==> config.mk <==
export PLATFORM = sky130hd
export DESIGN_NAME = cml_latch_bank
export DESIGN_NICKNAME = d
export VERILOG_FILES = /design/src/hw/cml_pkg.sv /design/src/hw/cml_latch_bank.sv /design/src/hw/cml_sync2.sv
export VERILOG_INCLUDE_DIRS = /design/src /design/src/hw
export SDC_FILE = /design/constraint.sdc
export NUM_CORES = 1
export LEC_CHECK = 0
export CORE_MARGIN = 10
export CORE_UTILIZATION = 38
export DETAILED_ROUTE_END_ITERATION = 12
export DONT_BUFFER_PORTS = 1
export REMOVE_ABC_BUFFERS = 1
export SYNTH_ARGS = -nofsm -noshare
export SYNTH_HDL_FRONTEND = slang
export SYNTH_SLANG_ARGS = --single-unit
export TNS_END_PERCENT = 30
==> constraint.sdc <==
create_clock -name clk -period 4.69 [get_ports clk]
set_input_delay 0.938 -clock clk [delete_from_list [all_inputs] [get_ports clk]]
set_output_delay 0.938 -clock clk [all_outputs]
set_load 0.005 [all_outputs]
==> src/hw/cml_cfg.svh <==
// Addresses, widths, reset values and timing constants of the latch bank
`ifndef CML_CFG_SVH
`define CML_CFG_SVH

// Serial command layout, most significant bit first
`define CML_CMD_BITS 8
`define CML_CMD_CNT_W 3
`define CML_CMD_LAST 3'h7
`define CML_CMD_VALUE_BIT 7
`define CML_CMD_ADDR_HI 6
`define CML_CMD_ADDR_LO 1
`define CML_ADDR_W 6

// Configuration bit addresses held by this bank
`define CML_ADDR_TRIM_LSB 6'h30
`define CML_ADDR_TRIM_MSB 6'h31
`define CML_ADDR_VFAC_LSB 6'h32
`define CML_ADDR_VFAC_MSB 6'h33
`define CML_ADDR_GAIN 6'h34
`define CML_ADDR_TAMPER 6'h35
`define CML_ADDR_STEPPER 6'h36
`define CML_CFG_FIRST 6'h30
`define CML_CFG_LAST 6'h36
`define CML_CFG_W 7

// Bit positions inside the seven-bit configuration vector
`define CML_POS_TRIM_LSB 0
`define CML_POS_TRIM_MSB 1
`define CML_POS_VFAC_LSB 2
`define CML_POS_VFAC_MSB 3
`define CML_POS_GAIN 4
`define CML_POS_TAMPER 5
`define CML_POS_STEPPER 6

// Mode latch addresses
`define CML_ADDR_BOOST 6'h38
`define CML_ADDR_SOURCE 6'h3D
`define CML_ADDR_PERM_WE 6'h3E

// Reset values
`define CML_SHADOW_RST 7'h00
`define CML_MODE_RST 1'h0

// Oscillator trim, percent
`define CML_TRIM_NONE 8'sh00
`define CML_TRIM_UP 8'sh0A
`define CML_TRIM_DOWN -8'sh0A

// Voltage factor constants, scaled by 10000
`define CML_VFAC_0 16'h0E0A
`define CML_VFAC_1 16'h0F42
`define CML_VFAC_2 16'h107B
`define CML_VFAC_3 16'h11B3

// Extra current gain increments
`define CML_GAIN_OFF 4'h0
`define CML_GAIN_ON 4'h8

// Tamper thresholds, hundredths of a percent
`define CML_TAMPER_WIDE 16'h04E2
`define CML_TAMPER_NARROW 16'h0271

// Stepper pulse widths in ns, and the clock period in ns
`define CML_CLK_PERIOD_NS 8
`define CML_STEP_5V_NS 31250000
`define CML_STEP_3V_NS 156250000

`endif

==> src/hw/cml_pkg.sv <==
// Types shared by the configuration and mode latch bank
package cml_pkg;

    typedef enum logic [1:0] {
        CML_IDLE = 2'b00,
        CML_SHIFT = 2'b01,
        CML_DONE = 2'b10
    } cml_rx_state_e;

    typedef logic [5:0] cml_addr_t;

    typedef logic [7:0] cml_cmd_t;

endpackage

==> src/hw/cml_latch_bank.sv <==
// Configuration field and mode latch bank behind the serial config port
//
// Overview of operation
// - Two-bit oscillator trim: 0 and 3 none, 1 raises 10%, 2 lowers 10%
// - Voltage factor codes 0..3 select 0.3594, 0.3906, 0.4219, 0.4531
// - Extra gain bit at address 52 adds 0 when clear, 8 when set
// - Tamper bit, neutral-monitoring variants: 12.5% clear, 6.25% set
// - Stepper bit: 31.25 ms pulse when clear, 156.25 ms when set
// - Odd address of each two-bit field holds its most significant bit
// - Mode latches are volatile and clear on power-on reset
// - Mode latches use the same addressed single-bit write command
// - Boost mode set turns motor outputs into charge-pump drive
// - Source select clear uses anti-fuses, set uses shadow latches
// - Permanent write enable set also programs the anti-fuse element
// - Source select set disconnects every sense amplifier
// - Command byte: value, six-bit address, don't-care bit, MSB first
// - Last command bit's serial clock pulse makes the latch strobe
`timescale 1ns/1ps
`include "cml_cfg.svh"

module cml_latch_bank
    import cml_pkg::*;
#(
    parameter bit HAS_RC_OSC = 1'b1,
    parameter bit HAS_NEUTRAL = 1'b1,
    parameter int unsigned STEP_5V_CYCLES =
        `CML_STEP_5V_NS / `CML_CLK_PERIOD_NS,
    parameter int unsigned STEP_3V_CYCLES =
        `CML_STEP_3V_NS / `CML_CLK_PERIOD_NS
) (
    input wire logic clk,
    input wire logic sys_rst,
    input wire logic config_select_n,
    input wire logic config_sync_line,
    input wire logic config_serial_clock,
    input wire logic config_serial_data,
    input wire logic [`CML_CFG_W-1:0] fuse_bits,
    input wire logic motor_drive_pos,
    input wire logic motor_drive_neg,
    input wire logic pump_phase,
    output logic motor_out_pos,
    output logic motor_out_neg,
    output logic boost_drive_mode,
    output logic config_source_select,
    output logic permanent_write_enable,
    output logic sense_amp_connect,
    output logic fuse_program_pulse,
    output logic [`CML_ADDR_W-1:0] fuse_program_addr,
    output logic fuse_program_value,
    output logic [`CML_CFG_W-1:0] shadow_bits,
    output logic [1:0] osc_trim_field,
    output logic signed [7:0] osc_trim_percent,
    output logic [1:0] rated_voltage_factor,
    output logic [15:0] voltage_factor_constant,
    output logic [3:0] extra_current_gain,
    output logic [15:0] tamper_threshold,
    output logic stepper_type,
    output logic [31:0] stepper_pulse_cycles,
    output logic bad_address_seen
);

    // Decoding helpers; only the two address tests are used by more than one output path
    function automatic logic signed [7:0] trim_percent(input logic [1:0] c);
        case (c)
            2'h1: trim_percent = `CML_TRIM_UP;
            2'h2: trim_percent = `CML_TRIM_DOWN;
            default: trim_percent = `CML_TRIM_NONE;
        endcase
    endfunction

    function automatic logic [15:0] vfac_const(input logic [1:0] c);
        case (c)
            2'h0: vfac_const = `CML_VFAC_0;
            2'h1: vfac_const = `CML_VFAC_1;
            2'h2: vfac_const = `CML_VFAC_2;
            default: vfac_const = `CML_VFAC_3;
        endcase
    endfunction

    function automatic logic is_cfg_addr(input cml_addr_t a);
        is_cfg_addr = (a >= `CML_CFG_FIRST) && (a <= `CML_CFG_LAST);
    endfunction

    function automatic logic is_mode_addr(input cml_addr_t a);
        is_mode_addr = (a == `CML_ADDR_BOOST) || (a == `CML_ADDR_SOURCE)
            || (a == `CML_ADDR_PERM_WE);
    endfunction

    // Serial port pins and fuse bits cross into clk through two flops before any use
    logic [3:0] pins_raw;
    logic [3:0] pins_s;
    logic [`CML_CFG_W-1:0] fuse_s;

    assign pins_raw = {config_select_n, config_sync_line,
        config_serial_clock, config_serial_data};

    cml_sync2 #(
        .WIDTH(4),
        .RST_VAL(4'hF)
    ) u_pin_sync (
        .clk(clk),
        .sys_rst(sys_rst),
        .async_in(pins_raw),
        .sync_out(pins_s)
    );

    cml_sync2 #(
        .WIDTH(`CML_CFG_W),
        .RST_VAL(`CML_SHADOW_RST)
    ) u_fuse_sync (
        .clk(clk),
        .sys_rst(sys_rst),
        .async_in(fuse_bits),
        .sync_out(fuse_s)
    );

    wire select_n_s = pins_s[3];
    wire sync_s = pins_s[2];
    wire sclk_s = pins_s[1];
    wire sdata_s = pins_s[0];

    // Serial receiver
    logic sclk_prev_q;
    logic [`CML_CMD_CNT_W-1:0] bit_cnt_q;
    logic [`CML_CMD_CNT_W-1:0] bit_cnt_d;
    cml_cmd_t shift_q;
    cml_cmd_t shift_d;
    cml_rx_state_e state_q;
    cml_rx_state_e state_d;

    // Both select and sync must be low; otherwise framing restarts
    wire frame_active = !select_n_s && !sync_s;
    // Idle-high clock: its falling edge is the leading, sampling edge
    wire lead_edge = sclk_prev_q && !sclk_s;
    wire last_bit = (bit_cnt_q == `CML_CMD_LAST);
    wire take_bit = frame_active && lead_edge;
    // Strobe from the final serial clock pulse, not a free-running clock
    wire strobe = take_bit && last_bit;

    // Shift in MSB first; value then address, last bit ignored
    assign shift_d = take_bit ? {shift_q[6:0], sdata_s} : shift_q;

    // The command as it stands once the final bit is shifted in
    wire cml_cmd_t cmd_full = shift_d;
    wire cmd_value = cmd_full[`CML_CMD_VALUE_BIT];
    wire cml_addr_t cmd_addr =
        cmd_full[`CML_CMD_ADDR_HI:`CML_CMD_ADDR_LO];

    always_comb begin
        state_d = state_q;
        bit_cnt_d = bit_cnt_q;
        case (state_q)
            CML_IDLE: begin
                bit_cnt_d = '0;
                if (frame_active) begin
                    state_d = CML_SHIFT;
                end
            end
            CML_SHIFT: begin
                if (!frame_active) begin
                    state_d = CML_IDLE;
                    bit_cnt_d = '0;
                end else if (strobe) begin
                    state_d = CML_DONE;
                    bit_cnt_d = '0;
                end else if (take_bit) begin
                    bit_cnt_d = bit_cnt_q + 3'h1;
                end
            end
            CML_DONE: begin
                // A string of commands may follow in the same frame
                state_d = frame_active ? CML_SHIFT : CML_IDLE;
                bit_cnt_d = '0;
            end
            default: begin
                state_d = CML_IDLE;
                bit_cnt_d = '0;
            end
        endcase
    end

    always_ff @(posedge clk) begin
        if (sys_rst) begin
            state_q <= CML_IDLE;
            bit_cnt_q <= '0;
            shift_q <= '0;
            sclk_prev_q <= 1'b1;
        end else begin
            state_q <= state_d;
            bit_cnt_q <= bit_cnt_d;
            shift_q <= shift_d;
            sclk_prev_q <= sclk_s;
        end
    end

    // Write decode
    wire cfg_hit = strobe && is_cfg_addr(cmd_addr);
    wire mode_hit = strobe && is_mode_addr(cmd_addr);
    wire miss = strobe && !is_cfg_addr(cmd_addr)
        && !is_mode_addr(cmd_addr);
    wire [2:0] cfg_idx = 3'(cmd_addr - `CML_CFG_FIRST);

    // Shadow latches
    logic [`CML_CFG_W-1:0] shadow_q;
    logic [`CML_CFG_W-1:0] shadow_d;

    always_comb begin
        shadow_d = shadow_q;
        if (cfg_hit) begin
            shadow_d[cfg_idx] = cmd_value;
        end
    end

    // Mode latches, written through the same command
    logic boost_q;
    logic source_q;
    logic perm_we_q;
    wire boost_d = (mode_hit && cmd_addr == `CML_ADDR_BOOST)
        ? cmd_value : boost_q;
    wire source_d = (mode_hit && cmd_addr == `CML_ADDR_SOURCE)
        ? cmd_value : source_q;
    wire perm_we_d = (mode_hit && cmd_addr == `CML_ADDR_PERM_WE)
        ? cmd_value : perm_we_q;

    // Anti-fuse programming only when permanent write is enabled
    wire fuse_pulse_d = cfg_hit && perm_we_q;

    always_ff @(posedge clk) begin
        if (sys_rst) begin
            // Volatile state: power-on reset always clears it
            boost_q <= `CML_MODE_RST;
            source_q <= `CML_MODE_RST;
            perm_we_q <= `CML_MODE_RST;
            shadow_q <= `CML_SHADOW_RST;
        end else begin
            boost_q <= boost_d;
            source_q <= source_d;
            perm_we_q <= perm_we_d;
            shadow_q <= shadow_d;
        end
    end

    // Effective configuration, from shadow or anti-fuse
    wire [`CML_CFG_W-1:0] eff_bits = source_q ? shadow_q : fuse_s;

    // Odd address is the field's MSB
    wire [1:0] trim_raw = {eff_bits[`CML_POS_TRIM_MSB],
        eff_bits[`CML_POS_TRIM_LSB]};
    wire [1:0] vfac_raw = {eff_bits[`CML_POS_VFAC_MSB],
        eff_bits[`CML_POS_VFAC_LSB]};
    // Crystal variants have no trim; field reads as no adjustment
    wire [1:0] trim_code = HAS_RC_OSC ? trim_raw : 2'h0;
    // Tamper bit only acts where neutral is monitored
    wire tamper_bit = HAS_NEUTRAL ? eff_bits[`CML_POS_TAMPER] : 1'b0;
    wire gain_bit = eff_bits[`CML_POS_GAIN];
    wire step_bit = eff_bits[`CML_POS_STEPPER];

    // Motor pins follow the drive or the pump phase pair
    wire mot_pos_d = boost_q ? pump_phase : motor_drive_pos;
    wire mot_neg_d = boost_q ? !pump_phase : motor_drive_neg;

    // Registered outputs
    logic mot_pos_q;
    logic mot_neg_q;
    logic fuse_pulse_q;
    logic [`CML_ADDR_W-1:0] fuse_addr_q;
    logic fuse_value_q;
    logic [1:0] trim_q;
    logic signed [7:0] trim_pct_q;
    logic [1:0] vfac_q;
    logic [15:0] vconst_q;
    logic [3:0] gain_q;
    logic [15:0] tamper_q;
    logic step_q;
    logic [31:0] step_cyc_q;
    logic bad_addr_q;

    always_ff @(posedge clk) begin
        if (sys_rst) begin
            mot_pos_q <= 1'b0;
            mot_neg_q <= 1'b0;
            fuse_pulse_q <= 1'b0;
            fuse_addr_q <= '0;
            fuse_value_q <= 1'b0;
            bad_addr_q <= 1'b0;
        end else begin
            mot_pos_q <= mot_pos_d;
            mot_neg_q <= mot_neg_d;
            fuse_pulse_q <= fuse_pulse_d;
            if (fuse_pulse_d) begin
                fuse_addr_q <= cmd_addr;
                fuse_value_q <= cmd_value;
            end
            // Sticky until the next power-on reset; diagnostic only
            bad_addr_q <= bad_addr_q || miss;
        end
    end

    always_ff @(posedge clk) begin
        if (sys_rst) begin
            trim_q <= 2'h0;
            trim_pct_q <= `CML_TRIM_NONE;
            vfac_q <= 2'h0;
            vconst_q <= `CML_VFAC_0;
            gain_q <= `CML_GAIN_OFF;
            tamper_q <= `CML_TAMPER_WIDE;
            step_q <= 1'b0;
            step_cyc_q <= STEP_5V_CYCLES;
        end else begin
            trim_q <= trim_code;
            trim_pct_q <= trim_percent(trim_code);
            vfac_q <= vfac_raw;
            vconst_q <= vfac_const(vfac_raw);
            gain_q <= gain_bit ? `CML_GAIN_ON : `CML_GAIN_OFF;
            tamper_q <= tamper_bit ? `CML_TAMPER_NARROW
                : `CML_TAMPER_WIDE;
            step_q <= step_bit;
            step_cyc_q <= step_bit ? STEP_3V_CYCLES
                : STEP_5V_CYCLES;
        end
    end

    assign motor_out_pos = mot_pos_q;
    assign motor_out_neg = mot_neg_q;
    assign boost_drive_mode = boost_q;
    assign config_source_select = source_q;
    assign permanent_write_enable = perm_we_q;
    // Keeps low-voltage sense gates off the program supply
    assign sense_amp_connect = !source_q;
    assign fuse_program_pulse = fuse_pulse_q;
    assign fuse_program_addr = fuse_addr_q;
    assign fuse_program_value = fuse_value_q;
    assign shadow_bits = shadow_q;
    assign osc_trim_field = trim_q;
    assign osc_trim_percent = trim_pct_q;
    assign rated_voltage_factor = vfac_q;
    assign voltage_factor_constant = vconst_q;
    assign extra_current_gain = gain_q;
    assign tamper_threshold = tamper_q;
    assign stepper_type = step_q;
    assign stepper_pulse_cycles = step_cyc_q;
    assign bad_address_seen = bad_addr_q;

endmodule // cml_latch_bank

==> src/hw/cml_sync2.sv <==
// Two-stage synchroniser for pin-level inputs
`timescale 1ns/1ps

module cml_sync2 #(
    parameter int WIDTH = 1,
    parameter logic [WIDTH-1:0] RST_VAL = '1
) (
    input wire logic clk,
    input wire logic sys_rst,
    input wire logic [WIDTH-1:0] async_in,
    output logic [WIDTH-1:0] sync_out
);

    logic [WIDTH-1:0] meta_q;
    logic [WIDTH-1:0] sync_q;

    always_ff @(posedge clk) begin
        if (sys_rst) begin
            meta_q <= RST_VAL;
            sync_q <= RST_VAL;
        end else begin
            meta_q <= async_in;
            sync_q <= meta_q;
        end
    end

    assign sync_out = sync_q;

endmodule // cml_sync2

* After elaboration in Yosys (flattened, before gate mapping)
Cells that the tools add are included.
Cells by class: $lt $le $gt $ge 4, add/subtract/negate cells 2, bitwise operators 2, reductions and logical operators 28, equal/unequal tests 12, mux-type cells 17
Operators with widths (number):
- case mux 13 bit (3 select lines) | 1
- 2-to-1 mux 25 bit | 1
- equality test 6 bit, second input constant | 3
- case mux 8 bit (2 select lines) | 1
- logical AND 1 bit | 14
- 2-to-1 mux 11 bit | 1
- 2-to-1 mux 8 bit | 1
- bitwise mux 7 bit | 1
- logical NOT 1 bit | 7
- 2-to-1 mux 7 bit | 1
- equality test 2 x 1 -> 1 bit, second input constant | 3
- equality test 2 bit, second input constant | 3
- >= comparator 6 bit, second input constant | 1
- <= comparator 6 bit, second input constant | 1
- 2-to-1 mux 2 bit | 3
- case mux 2 bit (3 select lines) | 1
- logical NOT 2 bit | 2
- < comparator 3 x 4 -> 1 bit, second input constant | 1
- 2-to-1 mux 1 bit | 4
- 2-to-1 mux 4 bit | 1
- OR reduction 4 bit | 1
- adder 3 x 1 -> 3 bit, second input constant | 1
- demux 1 bit (select 3 bit) | 1
- equality test 3 bit, second input constant | 1
- 7 further kinds | 10
Word-level totals: word-level logic and storage cells 92, bits of input ports 16, output and inout port bits 103, flip-flop bits (word level) 138

* Depth between registers and ports, before layout
depth in word-level cells 10, mapped depth 6, mapped depth without buffers 5

* By module
From an unflattened synthesis, not the netlist that was laid out.
Second synthesis, totals: cells, all modules 329, area, all modules 3194.3 µm²
By module, submodules not included:
- cml_latch_bank | area each 2576.2 µm², seq. area each 1041.0 µm², instances 1, cells an instance 284
- cml_sync2 (u_fuse_sync) | area each 407.9 µm², seq. area each 280.3 µm², instances 1, cells an instance 29
- cml_sync2 (u_pin_sync) | area each 210.2 µm², seq. area each 160.2 µm², instances 1, cells an instance 16

* Least setup slack after synthesis
No wires, ideal clock.
path kind input -> register, from input sys_rst, to register step_cyc_q[10], in the netlist stepper_pulse_cycles[10], setup slack 2.725 ns, path buffers 3, arrival time 1.832 ns, data required time 4.557 ns, library setup time 0.133 ns, stages on the path 4, cell sequence clkbuf_1 -> clkbuf_1 -> clkbuf_1 -> nor2_1
RTL lines:
- from (decl) | RTL line cml_latch_bank.sv:32 | input wire logic sys_rst,
- to (signal assigned) | RTL line cml_latch_bank.sv:318 | step_cyc_q <= step_bit ? STEP_3V_CYCLES
- to (decl) | RTL line cml_latch_bank.sv:275 | logic [31:0] step_cyc_q;
No word-level cell between the ends.

* Final worst setup path
from register source_q, in the netlist config_source_select, to output sense_amp_connect
On the way: cells in the longest elaborated chain, start to end 1
RTL lines:
- from (decl) | RTL line cml_latch_bank.sv:216 | logic source_q;
- from (signal assigned) | RTL line cml_latch_bank.sv:232 | source_q <= `CML_MODE_RST;
- from (signal assigned) | RTL line cml_latch_bank.sv:237 | source_q <= source_d;
- logical NOT 1 bit | RTL line cml_latch_bank.sv:329 | assign sense_amp_connect = !source_q;
- to (decl) | RTL line cml_latch_bank.sv:46 | output logic sense_amp_connect,
No other way between the ends.

==> results_dict.tcl <==
set metrics [dict create \
    run_status "finished clean" \
    seq_area_frac_synth 0.472 \
    fin_setup_tns_ns 0 \
    crit_chain "inv_1" \
    synth_most_common_cell "dfxtp_1" \
    final_layout_size_suffix_gt1_frac 0.109 \
    grt_setup_unrepaired "no" \
    dr_total_vias 1817 \
    synth_area_um2 3140 \
    synth_edf_count 0 \
    cts-root-buf "clkbuf_8" \
    dpl_cell_area_um2 2870 \
    fin_crit_ns 2.12 \
    layout.cells.non_filler 409 \
    synthCells 330 \
    worst_pin_slew_ns 0.601 \
    leakagePower_nw 1.23 \
    dieArea_um2 12300 \
    fillers 808 \
    clk_path_buf_depth 2 \
    drt-pass1-iter-count 4 \
    hpwl_um 4070 \
    grt_max_degree 65 \
    crit_path_end_kind "output pin" \
    numPortBuffers 0 \
    post-cts-setup-buffers 0 \
    power-per-cell-area_nw_per_um2 383 \
    p_sw_mw 0.262 \
    initial_core_util 0.386 \
    crit_required_ns 3.75 \
    clock_latency_ns 0.35 \
    grt_usage 0.0937 \
    finalInstanceArea_um2 3080 \
    p_comb_frac 0.019 \
    antenna_found_initial 0 \
    place_congestion 0.807 \
    grt_pass1_wl_um 9320 \
    postCtsResizedCells 0 \
    multi_input_area_um2 1190 \
    numClockSinks 74 \
    synthTopCellsByArea "dfxtp_1 47%, buf_4 15%, mux2i_1 4.8%, nor2b_1 4.8%, nand2_1 2.6%" \
    synth-main-ff-cell "dfxtp_1" \
    core-area_um2 8130 \
    hold_viol 0 \
    fin_crit_sh 0.453 \
    cts_max_level 3 \
    setup_viol 0 \
    drt-total-wl_um 5720 \
    cts_hold_repair.buffers 0 \
    yosysTopAreaCell "dfxtp_1" \
    synth_warnings 0 \
    clkPwrFrac 0.431 \
    die_y_um 111 \
    power.internal_mw 0.917 \
    die_w_um 111 \
    crit_family "flip-flops" \
    slowest_stage "dfxtp_1" \
    max_freq_ghz 0.471 \
    io_pins 119 \
    clkTransAtPathRegs_ns 0.08 \
    dpl.cell_count 393 \
    yosysTopAreaCellShare 0.472 \
    drtAntennaViolNets 0 \
    p_sw_frac 0.222 \
    wire_per_inst_um 14.0 \
    critPathMaxStageDelay_ns 0.71 \
    synth_common_cells "74 x dfxtp_1, 64 x buf_4, 24 x nor2b_1" \
    hp-class "register to register" \
    cts-buffers-inserted 9 \
    cts_tree "built" \
    grt-ovfl-total 0 \
    yosys_register_bits 74 \
    seq_power_share 0.550 \
    cp_max_fo 10 \
    worstSetupPathType "register to output pin" \
    drt_iter0_markers 73 \
    grt_pass1_vias 1766 \
    critPathLaunchType "register" \
    fin_skew_ns 0.0102 \
    num_antenna_cells 0 \
    synthArstFlopShare 0 \
    syn_avg_cell_area_um2 9.52 \
    maxCapViolations 0 \
    via_per_inst 4.44 \
    relSlewSlack 0.588 \
    regArea_um2 1480 \
    worstPathArrival_ns 1.19 \
    yosysUniqueCellTypes 39 \
    finalMaxSlewViolations 0 \
    vdd_drop_max_v 0.000206 \
    syn2layout_area_growth_pct -1.91 \
    cp_num_buf_inv 1 \
    drt_drc_violations_left 0 \
    fp-row-count 33 \
    final_nets 320 \
]
[sequential cells by signal, summed over array words and instances, names as in the netlist, 2 cells and up]
signal,flops
bit_cnt_q,3
fuse_program_addr,6
osc_trim_field,2
osc_trim_percent,3
rated_voltage_factor,2
shadow_bits,7
shift_q,8
state_q,2
stepper_pulse_cycles,2
tamper_threshold,2
u_fuse_sync.meta_q,7
u_fuse_sync.sync_out,7
u_pin_sync.meta_q,4
u_pin_sync.sync_out,4
voltage_factor_constant,5
[cell type report]
cell class,instances,area share
Clock inverter,6,0.0236
Multi-Input combinational cell,198,0.387
Inverter,15,0.0183
Tap cell,105,0.0426
Clock buffer,10,0.0447
Sequential cell,74,0.481
Timing Repair Buffer,1,0.00244
[cell families (layout without fill, tap and decap cells)]
logic type                 count (synthesis)  in the layout  share of synthesized area
adders and majority gates                  5              5                     0.0199
other                                      2             39                    0.00239
AOI/OAI and AO/OA                         30             30                     0.0574
and+or+nand+nor                          105            105                      0.192
xor gates and xnor gates                   1              1                    0.00279
muxes                                     18             18                     0.0610
DFF                                       74             74                      0.472
buffers and inverters                     95             32                      0.192
[through the flow]
step	total power [mW]	setup WS, ns	utilization	hold slack (ns)
floorplan	0.682	2.57	-	0.389
CTS	1.20	2.50	0.379	0.420
global route	1.25	2.46	0.379	0.439
global placement	0.685	2.73	0.353	0.393
detailed placement	0.686	2.70	0.353	0.398
finish	1.18	2.57	0.379	0.417
[routing by layer]
layer  up-vias  share of wire  track usage
li1        911              -            -
met1       833           0.44        0.108
met2        68           0.47        0.141
met3         5          0.078       0.0519
met4         0          0.010       0.0365
met5         -              0            0
[power by group through the flow]
stage	clock (mW)	combinational [mW]	sequential [mW]
6_report	0.508	0.0228	0.649
5_1_grt	0.568	0.0266	0.651
4_1_cts	0.530	0.0214	0.650
3_5_place_dp	0	0.0214	0.664
3_3_place_gp	0	0.0210	0.664
2_1_floorplan	0	0.0198	0.662
[layout by cell type, fill, tap and decap left out, types with 6 or more instances in the layout]
cell      synthesis  layout
nand2b_1          6       6
clkbuf_8          0      10
conb_1            2      39
mux2i_1          15      15
nor2_1           14      14
nor2b_1          24      24
or2_2            11      11
a21oi_1          11      11
inv_1            15      15
dfxtp_1          74      74
o31ai_1           6       6
o21ai_0           7       7
nand2_1          22      22
[final timing paths]
check | cells past startpoint | to | from | slack (ns)
hold reg to reg | 1 | u_pin_sync.sync_out[3]$_SDFF_PP1_ | u_pin_sync.meta_q[3]$_SDFF_PP1_ | 0.42
hold / removal | 1 | u_pin_sync.sync_out[3]$_SDFF_PP1_ | u_pin_sync.meta_q[3]$_SDFF_PP1_ | 0.42
setup reg to reg | 4 | bad_address_seen$_SDFF_PP0_ | u_pin_sync.sync_out[3]$_SDFF_PP1_ | 2.67
setup / recovery | 1 | sense_amp_connect | config_source_select$_SDFFE_PP0P_ | 2.57
Power figures use the tool's default switching activity.
